[config.mk]
export PLATFORM = sky130hd
export DESIGN_NAME = bfs_top
export DESIGN_NICKNAME = d
export VERILOG_FILES = /design/src/verilog/bfs_pkg.sv /design/src/verilog/bfs_top.sv /design/src/verilog/bfs_sync2.sv /design/src/verilog/bfs_delay_timer.sv
export SDC_FILE = /design/constraint.sdc
export NUM_CORES = 1
export LEC_CHECK = 0
export ABC_AREA = 1
export BUFFER_PORTS_ARGS = -buffer_cell sky130_fd_sc_hd__buf_2
export CAP_MARGIN = 20
export CORE_ASPECT_RATIO = 1.1
export CORE_MARGIN = 2
export CORE_UTILIZATION = 56
export CTS_BUF_LIST = sky130_fd_sc_hd__clkbuf_4 sky130_fd_sc_hd__clkbuf_8
export DETAILED_ROUTE_END_ITERATION = 8
export PLACE_DENSITY = 0.74
export SLEW_MARGIN = 30
export SYNTH_ARGS = -nofsm -noshare
export SYNTH_HDL_FRONTEND = slang
export SYNTH_HIERARCHICAL = 1
export SYNTH_SLANG_ARGS = --single-unit
[constraint.sdc]
create_clock -name clock -period 8.4 [get_ports clock]
set_input_delay 0 -clock clock [delete_from_list [all_inputs] [get_ports clock]]
set_output_delay 0 -clock clock [all_outputs]
set_load 0.02 [all_outputs]
[src/verilog/bfs_pkg.sv]
package bfs_pkg;

   // Clock and protection tick timing
   localparam int unsigned CLK_PERIOD_NS  = 4;
   localparam int unsigned TICK_PERIOD_NS = 1000000;
   localparam int unsigned TICK_CYC       = TICK_PERIOD_NS / CLK_PERIOD_NS;
   localparam int          TICK_W         = 18;

   // Data widths of magnitudes, levels and delays
   localparam int CUR_W = 16;
   localparam int DLY_W = 16;

   // Register byte offsets
   localparam logic [7:0] ADDR_CTRL    = 8'h00;
   localparam logic [7:0] ADDR_PH_SUPV = 8'h04;
   localparam logic [7:0] ADDR_N_LO    = 8'h18;
   localparam logic [7:0] ADDR_T_EARLY = 8'h1C;
   localparam logic [7:0] ADDR_T_HOLD  = 8'h2C;
   localparam logic [7:0] ADDR_STATUS  = 8'h30;

   // Level slots, in offset order from ADDR_PH_SUPV
   localparam int LV_PH_SUPV = 0;
   localparam int LV_N_SUPV  = 1;
   localparam int LV_PH_HI   = 2;
   localparam int LV_N_HI    = 3;
   localparam int LV_PH_LO   = 4;
   localparam int LV_N_LO    = 5;

   // Delay slots, in offset order from ADDR_T_EARLY
   localparam int DL_EARLY = 0;
   localparam int DL_MAIN  = 1;
   localparam int DL_SLOW  = 2;
   localparam int DL_LO    = 3;
   localparam int DL_HOLD  = 4;

   // Control bits
   localparam int CTRL_MODE  = 0;
   localparam int CTRL_AMP   = 1;
   localparam int CTRL_SEAL  = 2;
   localparam int CTRL_EARLY = 3;
   localparam int CTRL_MAIN  = 4;
   localparam int CTRL_SLOW  = 5;

   // Status bits
   localparam int ST_RETRIP = 0;
   localparam int ST_ZONE   = 3;
   localparam int ST_FAILED = 4;
   localparam int ST_SEAL   = 5;

   // Values after reset
   localparam logic [5:0]       RST_CTRL  = 6'h38;
   localparam logic [CUR_W-1:0] RST_LEVEL = 16'h041A;
   localparam logic [DLY_W-1:0] RST_DELAY = 16'h0000;

   // Bus data phase states
   typedef enum logic [1:0] {DP_IDLE, DP_WRITE, DP_RDWAIT, DP_RDDONE} bfs_dp_t;

endpackage

[src/verilog/bfs_top.sv]
// Functional notes
// - Mode bit selects single or three pole
// - Supervised initiate needs current above supervision level
// - Seal-in holds only while current stays above
// - Three-pole initiate operand starts all poles
// - One phase level for initiate and seal-in
// - Neutral levels used only in three-pole mode
// - Early path only when enabled
// - Main path, no contact, only when enabled
// - Slow path, no current check, only when enabled
// - Early contact per pole, pole A in three-pole
// - Normal contact input separate from early contact
// - Out-of-service operand input
// - Hi-set level supervises after early/main timeout
// - Lower lo-set level after resistor insertion
// - Neutral hi/lo levels only in three-pole mode
// - Lo-set enabled after delay from hi-set
// - Zone trip held for programmable dropout period
// - Three per-pole initiate operands in single-pole
// - Logic replicated per pole, shared levels
// - Re-trip only the initiated pole
// - Single-pole failure gives three-pole zone trip
// - Magnitude lag covered by timer margins
// - Slow delay is main delay plus margin
// - Path timers 0 to 65535 ms
// - Re-trip asserted at once on initiation
// - Early fail needs contact closed and current
// - Slow path blocked out of service, contact supervised
//
// Design decisions made here: the register offsets and the AHB-Lite register port.
`timescale 1ns/1ns
`default_nettype none
module bfs_top
   import bfs_pkg::*;
#(
   parameter int unsigned TICK_CYCLES = bfs_pkg::TICK_CYC
) (
   // Clock and reset
   input  wire logic                      clock,
   input  wire logic                      rst_n,
   // AHB-Lite slave
   input  wire logic                      hsel,
   input  wire logic [31:0]               haddr,
   input  wire logic [1:0]                htrans,
   input  wire logic                      hwrite,
   input  wire logic [2:0]                hsize,
   input  wire logic [31:0]               hwdata,
   input  wire logic                      hready,
   output logic                           hreadyout,
   output logic [31:0]                    hrdata,
   output logic                           hresp,
   // Protection operands, same clock
   input  wire logic                      three_pole_initiate_in,
   input  wire logic                      pole_a_initiate_in,
   input  wire logic                      pole_b_initiate_in,
   input  wire logic                      pole_c_initiate_in,
   // Measured magnitudes, same clock
   input  wire logic [bfs_pkg::CUR_W-1:0] phase_mag_a,
   input  wire logic [bfs_pkg::CUR_W-1:0] phase_mag_b,
   input  wire logic [bfs_pkg::CUR_W-1:0] phase_mag_c,
   input  wire logic [bfs_pkg::CUR_W-1:0] neutral_mag,
   // Breaker contacts and service switch, asynchronous
   input  wire logic [2:0]                early_contact_in,
   input  wire logic [2:0]                normal_contact_in,
   input  wire logic                      out_of_service_in,
   // Trip outputs
   output logic [2:0]                     retrip_out,
   output logic                           zone_trip_out,
   output logic                           failed_breaker_out
);
   import bfs_pkg::*;

   // Whole block state
   typedef struct packed {
      bfs_dp_t                     dp;
      logic [7:0]                  dp_addr;
      logic [31:0]                 rdata;
      logic [5:0]                  ctrl;
      logic [5:0][CUR_W-1:0]       lvl;
      logic [4:0][DLY_W-1:0]       dly;
      logic [TICK_W-1:0]           tick_cnt;
      logic                        tick;
      logic [2:0]                  seal;
      logic [2:0]                  retrip;
      logic                        zone;
      logic                        failed;
      logic [DLY_W-1:0]            hold_cnt;
   } bfs_top_st_t;

   bfs_top_st_t st_ff;
   bfs_top_st_t nxt_st;

   // Synchronised pins
   logic [2:0]       early_c;             // Early contacts
   logic [2:0]       normal_c;            // Normal contacts
   logic             oos;                 // Out of service
   // Scheme nets
   logic             single;              // Single-pole mode
   logic [2:0]       pinit;               // Initiate per pole
   logic [2:0]       init_ok;             // Initiate after supervision
   logic [2:0]       active;              // Initiated or sealed
   logic [2:0]       supv_ov;             // Supervision level exceeded
   logic [2:0]       hi_ov;               // Hi-set exceeded
   logic [2:0]       lo_ov;               // Lo-set exceeded
   logic [2:0]       cur_ok;              // Output supervision met
   logic [2:0]       f_early;             // Early path failure
   logic [2:0]       f_main;              // Main path failure
   logic [2:0]       f_slow;              // Slow path failure
   logic             fail_any;            // Any pole failed
   logic [2:0][3:0]  t_run;               // Timer run per pole/path
   logic [2:0][3:0]  t_done;              // Timer done per pole/path
   logic             bus_take;            // Address phase accepted
   logic [31:0]      rd_mux;              // Read data mux

   // Pins cross into the clock domain
   bfs_sync2 #(.W(7)) u_sync (
      .clock    (clock),
      .rst_n    (rst_n),
      .async_in ({out_of_service_in, normal_contact_in, early_contact_in}),
      .sync_out ({oos, normal_c, early_c})
   );

   // Magnitude above level for a pole; neutral only counts in three-pole
   function automatic logic pole_over(input logic sp, input logic [2:0] ph,
                                      input logic n, input int p);
      pole_over = sp ? ph[p] : ((|ph) | n);
   endfunction

   // Level comparison on all phases
   function automatic logic [2:0] ph_over(input logic [CUR_W-1:0] lv,
                                          input logic [CUR_W-1:0] a,
                                          input logic [CUR_W-1:0] b,
                                          input logic [CUR_W-1:0] c);
      ph_over = {c > lv, b > lv, a > lv};
   endfunction

   // Per-pole path timers
   // Delays are whole ticks, so each setting must already hold
   // the magnitude decay lag and the slow path's extra margin
   for (genvar p = 0; p < 3; p++) begin : g_pole
      for (genvar k = 0; k < 4; k++) begin : g_tmr
         bfs_delay_timer #(.DW(DLY_W)) u_tmr (
            .clock (clock),
            .rst_n (rst_n),
            .run   (t_run[p][k]),
            .tick  (st_ff.tick),
            .delay (st_ff.dly[k]),
            .done  (t_done[p][k])
         );
      end
   end

   // Protection scheme, per pole
   always_comb begin
      logic [2:0] ph_s;
      logic [2:0] ph_h;
      logic [2:0] ph_l;
      // Phase currents against the shared levels
      ph_s = ph_over(st_ff.lvl[LV_PH_SUPV], phase_mag_a, phase_mag_b, phase_mag_c);
      ph_h = ph_over(st_ff.lvl[LV_PH_HI], phase_mag_a, phase_mag_b, phase_mag_c);
      ph_l = ph_over(st_ff.lvl[LV_PH_LO], phase_mag_a, phase_mag_b, phase_mag_c);
      single = st_ff.ctrl[CTRL_MODE];
      // Timers stay idle unless a path runs them
      t_run = '0;
      for (int p = 0; p < 3; p++) begin
         // Neutral ignored in single-pole mode
         supv_ov[p] = pole_over(single, ph_s, neutral_mag > st_ff.lvl[LV_N_SUPV], p);
         hi_ov[p] = pole_over(single, ph_h, neutral_mag > st_ff.lvl[LV_N_HI], p);
         lo_ov[p] = pole_over(single, ph_l, neutral_mag > st_ff.lvl[LV_N_LO], p);

         // Three-pole operand starts every pole
         pinit[p] = three_pole_initiate_in | (single & (p == 0 ? pole_a_initiate_in :
                    p == 1 ? pole_b_initiate_in : pole_c_initiate_in));
         init_ok[p] = pinit[p] & (!st_ff.ctrl[CTRL_AMP] | supv_ov[p]);
         active[p] = init_ok[p] | st_ff.seal[p];

         // Paths timed independently per pole
         t_run[p][DL_EARLY] = active[p] & st_ff.ctrl[CTRL_EARLY];
         t_run[p][DL_MAIN] = active[p] & st_ff.ctrl[CTRL_MAIN];
         t_run[p][DL_SLOW] = active[p] & st_ff.ctrl[CTRL_SLOW] & !oos;
         // Lo-set timer starts with the hi-set detector
         t_run[p][DL_LO] = t_done[p][DL_EARLY] | t_done[p][DL_MAIN];
         // Hi-set first, lo-set once its delay ends
         cur_ok[p] = t_done[p][DL_LO] ? lo_ov[p] : hi_ov[p];

         // Contact operands: pole A serves all poles in three-pole mode
         f_early[p] = t_done[p][DL_EARLY] & (single ? early_c[p] : early_c[0]) & cur_ok[p];
         f_main[p] = t_done[p][DL_MAIN] & cur_ok[p];
         f_slow[p] = t_done[p][DL_SLOW] & (single ? normal_c[p] : normal_c[0]);
      end
      // Every pole and path feeds the one zone trip
      fail_any = |(f_early | f_main | f_slow);
   end

   // Register read mux
   always_comb begin
      logic [7:0] a;
      a = st_ff.dp_addr;
      // Unmapped words read as zero
      rd_mux = '0;
      if (a == ADDR_CTRL) begin
         rd_mux[5:0] = st_ff.ctrl;
      end else if (a >= ADDR_PH_SUPV && a <= ADDR_N_LO) begin
         rd_mux[CUR_W-1:0] = st_ff.lvl[3'((a - ADDR_PH_SUPV) >> 2)];
      end else if (a >= ADDR_T_EARLY && a <= ADDR_T_HOLD) begin
         rd_mux[DLY_W-1:0] = st_ff.dly[3'((a - ADDR_T_EARLY) >> 2)];
      end else if (a == ADDR_STATUS) begin
         rd_mux[ST_RETRIP +: 3] = st_ff.retrip;
         rd_mux[ST_ZONE] = st_ff.zone;
         rd_mux[ST_FAILED] = st_ff.failed;
         rd_mux[ST_SEAL +: 3] = st_ff.seal;
      end
   end

   assign bus_take = hsel & htrans[1] & hready;

   // Next state: bus, registers, tick, trip outputs
   always_comb begin
      logic [7:0] a;
      logic       clr;
      a = st_ff.dp_addr;
      clr = 1'b0;
      // Registers keep their value unless written below
      nxt_st = st_ff;
      // Data phase of the bus
      case (st_ff.dp)
         DP_WRITE: begin
            if (a == ADDR_CTRL) begin
               nxt_st.ctrl = hwdata[5:0];
            end else if (a >= ADDR_PH_SUPV && a <= ADDR_N_LO) begin
               nxt_st.lvl[3'((a - ADDR_PH_SUPV) >> 2)] = hwdata[CUR_W-1:0];
            end else if (a >= ADDR_T_EARLY && a <= ADDR_T_HOLD) begin
               nxt_st.dly[3'((a - ADDR_T_EARLY) >> 2)] = hwdata[DLY_W-1:0];
            end else if (a == ADDR_STATUS) begin
               clr = hwdata[ST_FAILED];
            end
         end
         DP_RDWAIT: begin
            nxt_st.rdata = rd_mux;
         end
         default: begin
         end
      endcase

      // Next data phase
      if (bus_take) begin
         nxt_st.dp = hwrite ? DP_WRITE : DP_RDWAIT;
         nxt_st.dp_addr = {haddr[7:2], 2'b00};
      end else if (st_ff.dp == DP_RDWAIT) begin
         nxt_st.dp = DP_RDDONE;
      end else begin
         nxt_st.dp = DP_IDLE;
      end

      // One millisecond tick
      nxt_st.tick = 1'b0;
      if (st_ff.tick_cnt == TICK_W'(TICK_CYCLES - 1)) begin
         nxt_st.tick_cnt = '0;
         nxt_st.tick = 1'b1;
      end else begin
         nxt_st.tick_cnt = TICK_W'(st_ff.tick_cnt + 1'b1);
      end

      // Seal-in drops as soon as current falls
      nxt_st.seal = {3{st_ff.ctrl[CTRL_SEAL]}} & supv_ov & active;
      nxt_st.retrip = active;

      // Zone trip sealed for the hold period
      if (fail_any) begin
         nxt_st.hold_cnt = st_ff.dly[DL_HOLD];
      end else if (st_ff.tick && st_ff.hold_cnt != '0) begin
         nxt_st.hold_cnt = DLY_W'(st_ff.hold_cnt - 1'b1);
      end
      nxt_st.zone = fail_any | (st_ff.hold_cnt != '0);

      // Failure flag: a new failure beats the clear
      nxt_st.failed = fail_any | (st_ff.failed & !clr);
   end

   // State register
   always_ff @(posedge clock or negedge rst_n) begin
      if (!rst_n) begin
         st_ff <= '0;
         st_ff.ctrl <= RST_CTRL;
         st_ff.lvl <= {6{RST_LEVEL}};
         st_ff.dly <= {5{RST_DELAY}};
      end else begin
         st_ff <= nxt_st;
      end
   end

   // Outputs
   assign hreadyout = (st_ff.dp != DP_RDWAIT);
   assign hrdata = st_ff.rdata;
   assign hresp = 1'b0;
   assign retrip_out = st_ff.retrip;
   assign zone_trip_out = st_ff.zone;
   assign failed_breaker_out = st_ff.failed;
endmodule
`default_nettype wire

[src/verilog/bfs_sync2.sv]
`timescale 1ns/1ns
`default_nettype none
module bfs_sync2 #(
   parameter int W = 1
) (
   // Clock and reset
   input  wire logic         clock,
   input  wire logic         rst_n,
   // Levels in and out
   input  wire logic [W-1:0] async_in,
   output logic      [W-1:0] sync_out
);

   // Two stages; the first is read only by the second
   typedef struct packed {
      logic [W-1:0] s1;
      logic [W-1:0] s2;
   } bfs_sync_st_t;

   bfs_sync_st_t st_ff;
   bfs_sync_st_t nxt_st;

   // Shift the pin level through both stages
   always_comb begin
      nxt_st.s1 = async_in;
      nxt_st.s2 = st_ff.s1;
   end

   // State register
   always_ff @(posedge clock or negedge rst_n) begin
      if (!rst_n) begin
         st_ff <= '0;
      end else begin
         st_ff <= nxt_st;
      end
   end

   assign sync_out = st_ff.s2;

endmodule
`default_nettype wire

[src/verilog/bfs_delay_timer.sv]
`timescale 1ns/1ns
`default_nettype none
module bfs_delay_timer #(
   parameter int DW = 16
) (
   // Clock and reset
   input  wire logic          clock,
   input  wire logic          rst_n,
   // Run level, tick pulse, delay in ticks
   input  wire logic          run,
   input  wire logic          tick,
   input  wire logic [DW-1:0] delay,
   // Delay has elapsed while running
   output logic               done
);

   typedef struct packed {
      logic [DW-1:0] cnt;
   } bfs_tmr_st_t;

   bfs_tmr_st_t st_ff;
   bfs_tmr_st_t nxt_st;

   // Count ticks while running, restart whenever run drops
   always_comb begin
      nxt_st = st_ff;
      if (!run) begin
         nxt_st.cnt = '0;
      end else if (tick && st_ff.cnt < delay) begin
         nxt_st.cnt = DW'(st_ff.cnt + 1'b1);
      end
   end

   // State register
   always_ff @(posedge clock or negedge rst_n) begin
      if (!rst_n) begin
         st_ff <= '0;
      end else begin
         st_ff <= nxt_st;
      end
   end

   // A zero delay is done as soon as run rises
   assign done = run && (st_ff.cnt >= delay);

endmodule
`default_nettype wire

==> impl_metrics.env <==
export IMPL_tightest_slew_ps=1064
export IMPL_cts_root_buf="clkbuf_8"
export IMPL_core_um2=62460
export IMPL_crit_fanout=21
export IMPL_clkTransAtPathRegs_ps=60
export IMPL_core_rowCount=96
export IMPL_worst_path_most_repeated_cell="nand2_1"
export IMPL_routed_wl_mm=104.0
export IMPL_drv_slew=0
export IMPL_finClkSkew_ps=38.34
export IMPL_worstSetupEndpointType="register"
export IMPL_worstSkewPairLatency_ps=680
export IMPL_power_total_mw=8.248
export IMPL_synthCells=4922
export IMPL_maxSlewHeadroom=0.2832
export IMPL_cts_setup_buffers=0
export IMPL_final_net_count=5589
export IMPL_final_util=0.6181
export IMPL_met2_usage=0.5112
export IMPL_clockBufferDepth=3
export IMPL_cap_viol_max_count=0
export IMPL_ctsResizeCount=0
export IMPL_cp_start_kind="register"
export IMPL_ir_drop_v=0.0001271
export IMPL_area_growth_pct=8.978
export IMPL_cp_top_family="simple AND/OR/NAND/NOR gates"
export IMPL_dp_final_hpwl_mm=76.26
export IMPL_vias=33080
export IMPL_path_buf_inv=5
export IMPL_required_ps=8970
export IMPL_holdWs_ps=65.90
export IMPL_rsz0062_at_grt="no"
export IMPL_drtPass1Iterations=6
export IMPL_die_w_um=243.8
export IMPL_busiest_layer="met2"
export IMPL_r2r_slack_ps=2580
export IMPL_worst_path_max_delay_cell="dfstp_2"
export IMPL_multi_input_area_um2=20780
export IMPL_die_area_um2=65290
export IMPL_wl_per_cell_um=17.53
export IMPL_seq_area_frac_synth=0.3223
export IMPL_yosysUniqueCellTypes=57
export IMPL_finalInstanceArea_um2=38610
export IMPL_fin_crit_sh=0.6924
export IMPL_die_h_um=267.8
export IMPL_worst_slack_ps=2584
export IMPL_drtAntennaViolNets=0
export IMPL_grt_pass1_wl_mm=167.3
export IMPL_port_buffers=124
export IMPL_antenna_found_initial=4
export IMPL_synthArstFlopShare=1.000
export IMPL_hold_viol=0
export IMPL_status="finished, final reports clean"
export IMPL_grt_pass1_vias=31040
export IMPL_ff_latch_area_um2=11420
export IMPL_place_inst=5736
export IMPL_gp_congestion=0.9544
export IMPL_drc=0
export IMPL_max_freq_ghz=0.1719
export IMPL_start_util=0.5672
export IMPL_grtUsageTotal=0.3217
export IMPL_ctsHtreeMaxLevel=3
export IMPL_synth_top_flop_cell="dfrtp_1"
export IMPL_syn_avg_cell_area_um2=7.198
export IMPL_fill_cells=5755
export IMPL_min_period_ps=5816
export IMPL_via_per_inst=5.573
export IMPL_clkSinkCount=455
export IMPL_critPathMaxStageDelay_ps=570
export IMPL_grt_overflow=0
export IMPL_place_worst_setup_slack_ps=2735
export IMPL_hold_class="primary input to register"
export IMPL_grtUsageMet1=0.4361
export IMPL_holdBufCountCts=49
export IMPL_postPlaceCellArea_um2=36280
export IMPL_syn_area_um2=35430
export IMPL_ys_warn_count=6
export IMPL_cts_inserted_buffers=83
export IMPL_crit_type="register to register"
export IMPL_setup_viol=0
export IMPL_tns_ps=0
export IMPL_ios=188
export IMPL_worstPathArrival_ps=6390
export IMPL_drive_gt1_frac=0.09827
export IMPL_met3_usage=0.05593
export IMPL_ys_ff_latch=455
export IMPL_cellPowerDensity_nw_per_um2=213.6
export IMPL_leakage_nw=21.92
export IMPL_grt_max_degree=95
export IMPL_fin_cells=5935
export IMPL_drtIter0Drc=2667
export IMPL_synth_edf_count=0
export IMPL_cts_tree="yes"
-- synth_stat cells (37+ instances only) --
cell type | number | area share
buf_4 | 37 | 0.0078
dfrtp_1 | 428 | 0.30
nor2_1 | 467 | 0.049
o21ai_0 | 301 | 0.043
xor2_1 | 56 | 0.014
ha_1 | 403 | 0.14
clkbuf_1 | 69 | 0.0073
buf_2 | 42 | 0.0059
inv_1 | 587 | 0.062
nand4_1 | 88 | 0.016
a21oi_1 | 219 | 0.031
nand3_1 | 323 | 0.046
nor3_1 | 95 | 0.013
nand2_1 | 1391 | 0.15
-- cell type report --
| type | instances | area share |
|---|---|---|
| Multi-Input combinational cell | 3707 | 0.5384 |
| Tap cell | 833 | 0.02700 |
| Antenna cell | 4 | 0.0002593 |
| Inverter | 595 | 0.05785 |
| Clock buffer | 130 | 0.04246 |
| Timing Repair Buffer | 195 | 0.03406 |
| Sequential cell | 455 | 0.2959 |
| Clock inverter | 16 | 0.004148 |
-- where the power goes --
part           leakage (nW)  switching (mW)  internal [mW]
combinational          15.5            1.91          0.941
clock                 0.958           0.980           1.33
sequential             5.46           0.527           2.57
total                  21.9            3.41           4.83
-- per-layer routing --
| metal | up-vias | routed length, um |
|---|---|---|
| li1 | 16240 | - |
| met1 | 15480 | 45470 |
| met2 | 1124 | 46190 |
| met3 | 225 | 8520 |
| met4 | 0 | 3851 |
| met5 | - | 0 |
-- sequential cells by signal, indices dropped and copies added, names as in the netlist --
name / count
u_sync/nxt_st: 7
zone_trip_out: 1
failed_breaker_out: 1
single: 1
g_pole.g_tmr.u_tmr/st_ff: 192
st_ff: 227
hrdata: 16
u_sync/sync_out: 7
retrip_out: 3
-- placed cells by master, fill, tap and decap left out, types with 48 or more instances in the layout --
cell / n
a21oi_1: 211
dlygate4sd3_1: 48
xor2_1: 56
nand3_1: 319
nand2_1: 1390
nand4_1: 88
buf_2: 123
inv_1: 587
clkbuf_8: 106
ha_1: 403
nor2_1: 466
o21ai_0: 301
dfrtp_1: 426
nor3_1: 95
-- worst paths after layout --
check	start	end	cells past startpoint
worst max-delay path	st_ff[126]	st_ff[10]	28
worst min register to register	u_sync/nxt_st[6]	u_sync/sync_out[6]	0
max in group asynchronous	rst_n	st_ff[24]	5
worst max register to register	st_ff[126]	st_ff[10]	28
min in group asynchronous	rst_n	st_ff[21]	3
worst min-delay path	hwdata[11]	st_ff[102]	3
-- logic make-up (layout without fill, tap and decap cells) --
logic type	count (synthesis)	after routing	synth area share
fa+ha+maj	403	403	0.1423
flops	455	455	0.3223
simple gates	2538	2538	0.3143
xor+xnor	88	88	0.02197
compound gates	658	658	0.1038
other cells	1	21	0.0001059
mux	3	3	0.0009535
buf+inv	776	936	0.09419
-- worst register-to-register path: cells and delay by family (launching register included) --
| family | cells | cell delay [ps] |
|---|---|---|
| AO/OA/AOI/OAI | 7 | 1360 |
| adder cells (fa/ha/maj) | 1 | 310 |
| buffers and inverters | 5 | 590 |
| flip-flops | 1 | 570 |
| AND/OR/NAND/NOR | 15 | 2900 |
Note: power is estimated with default switching activity, not from simulation.
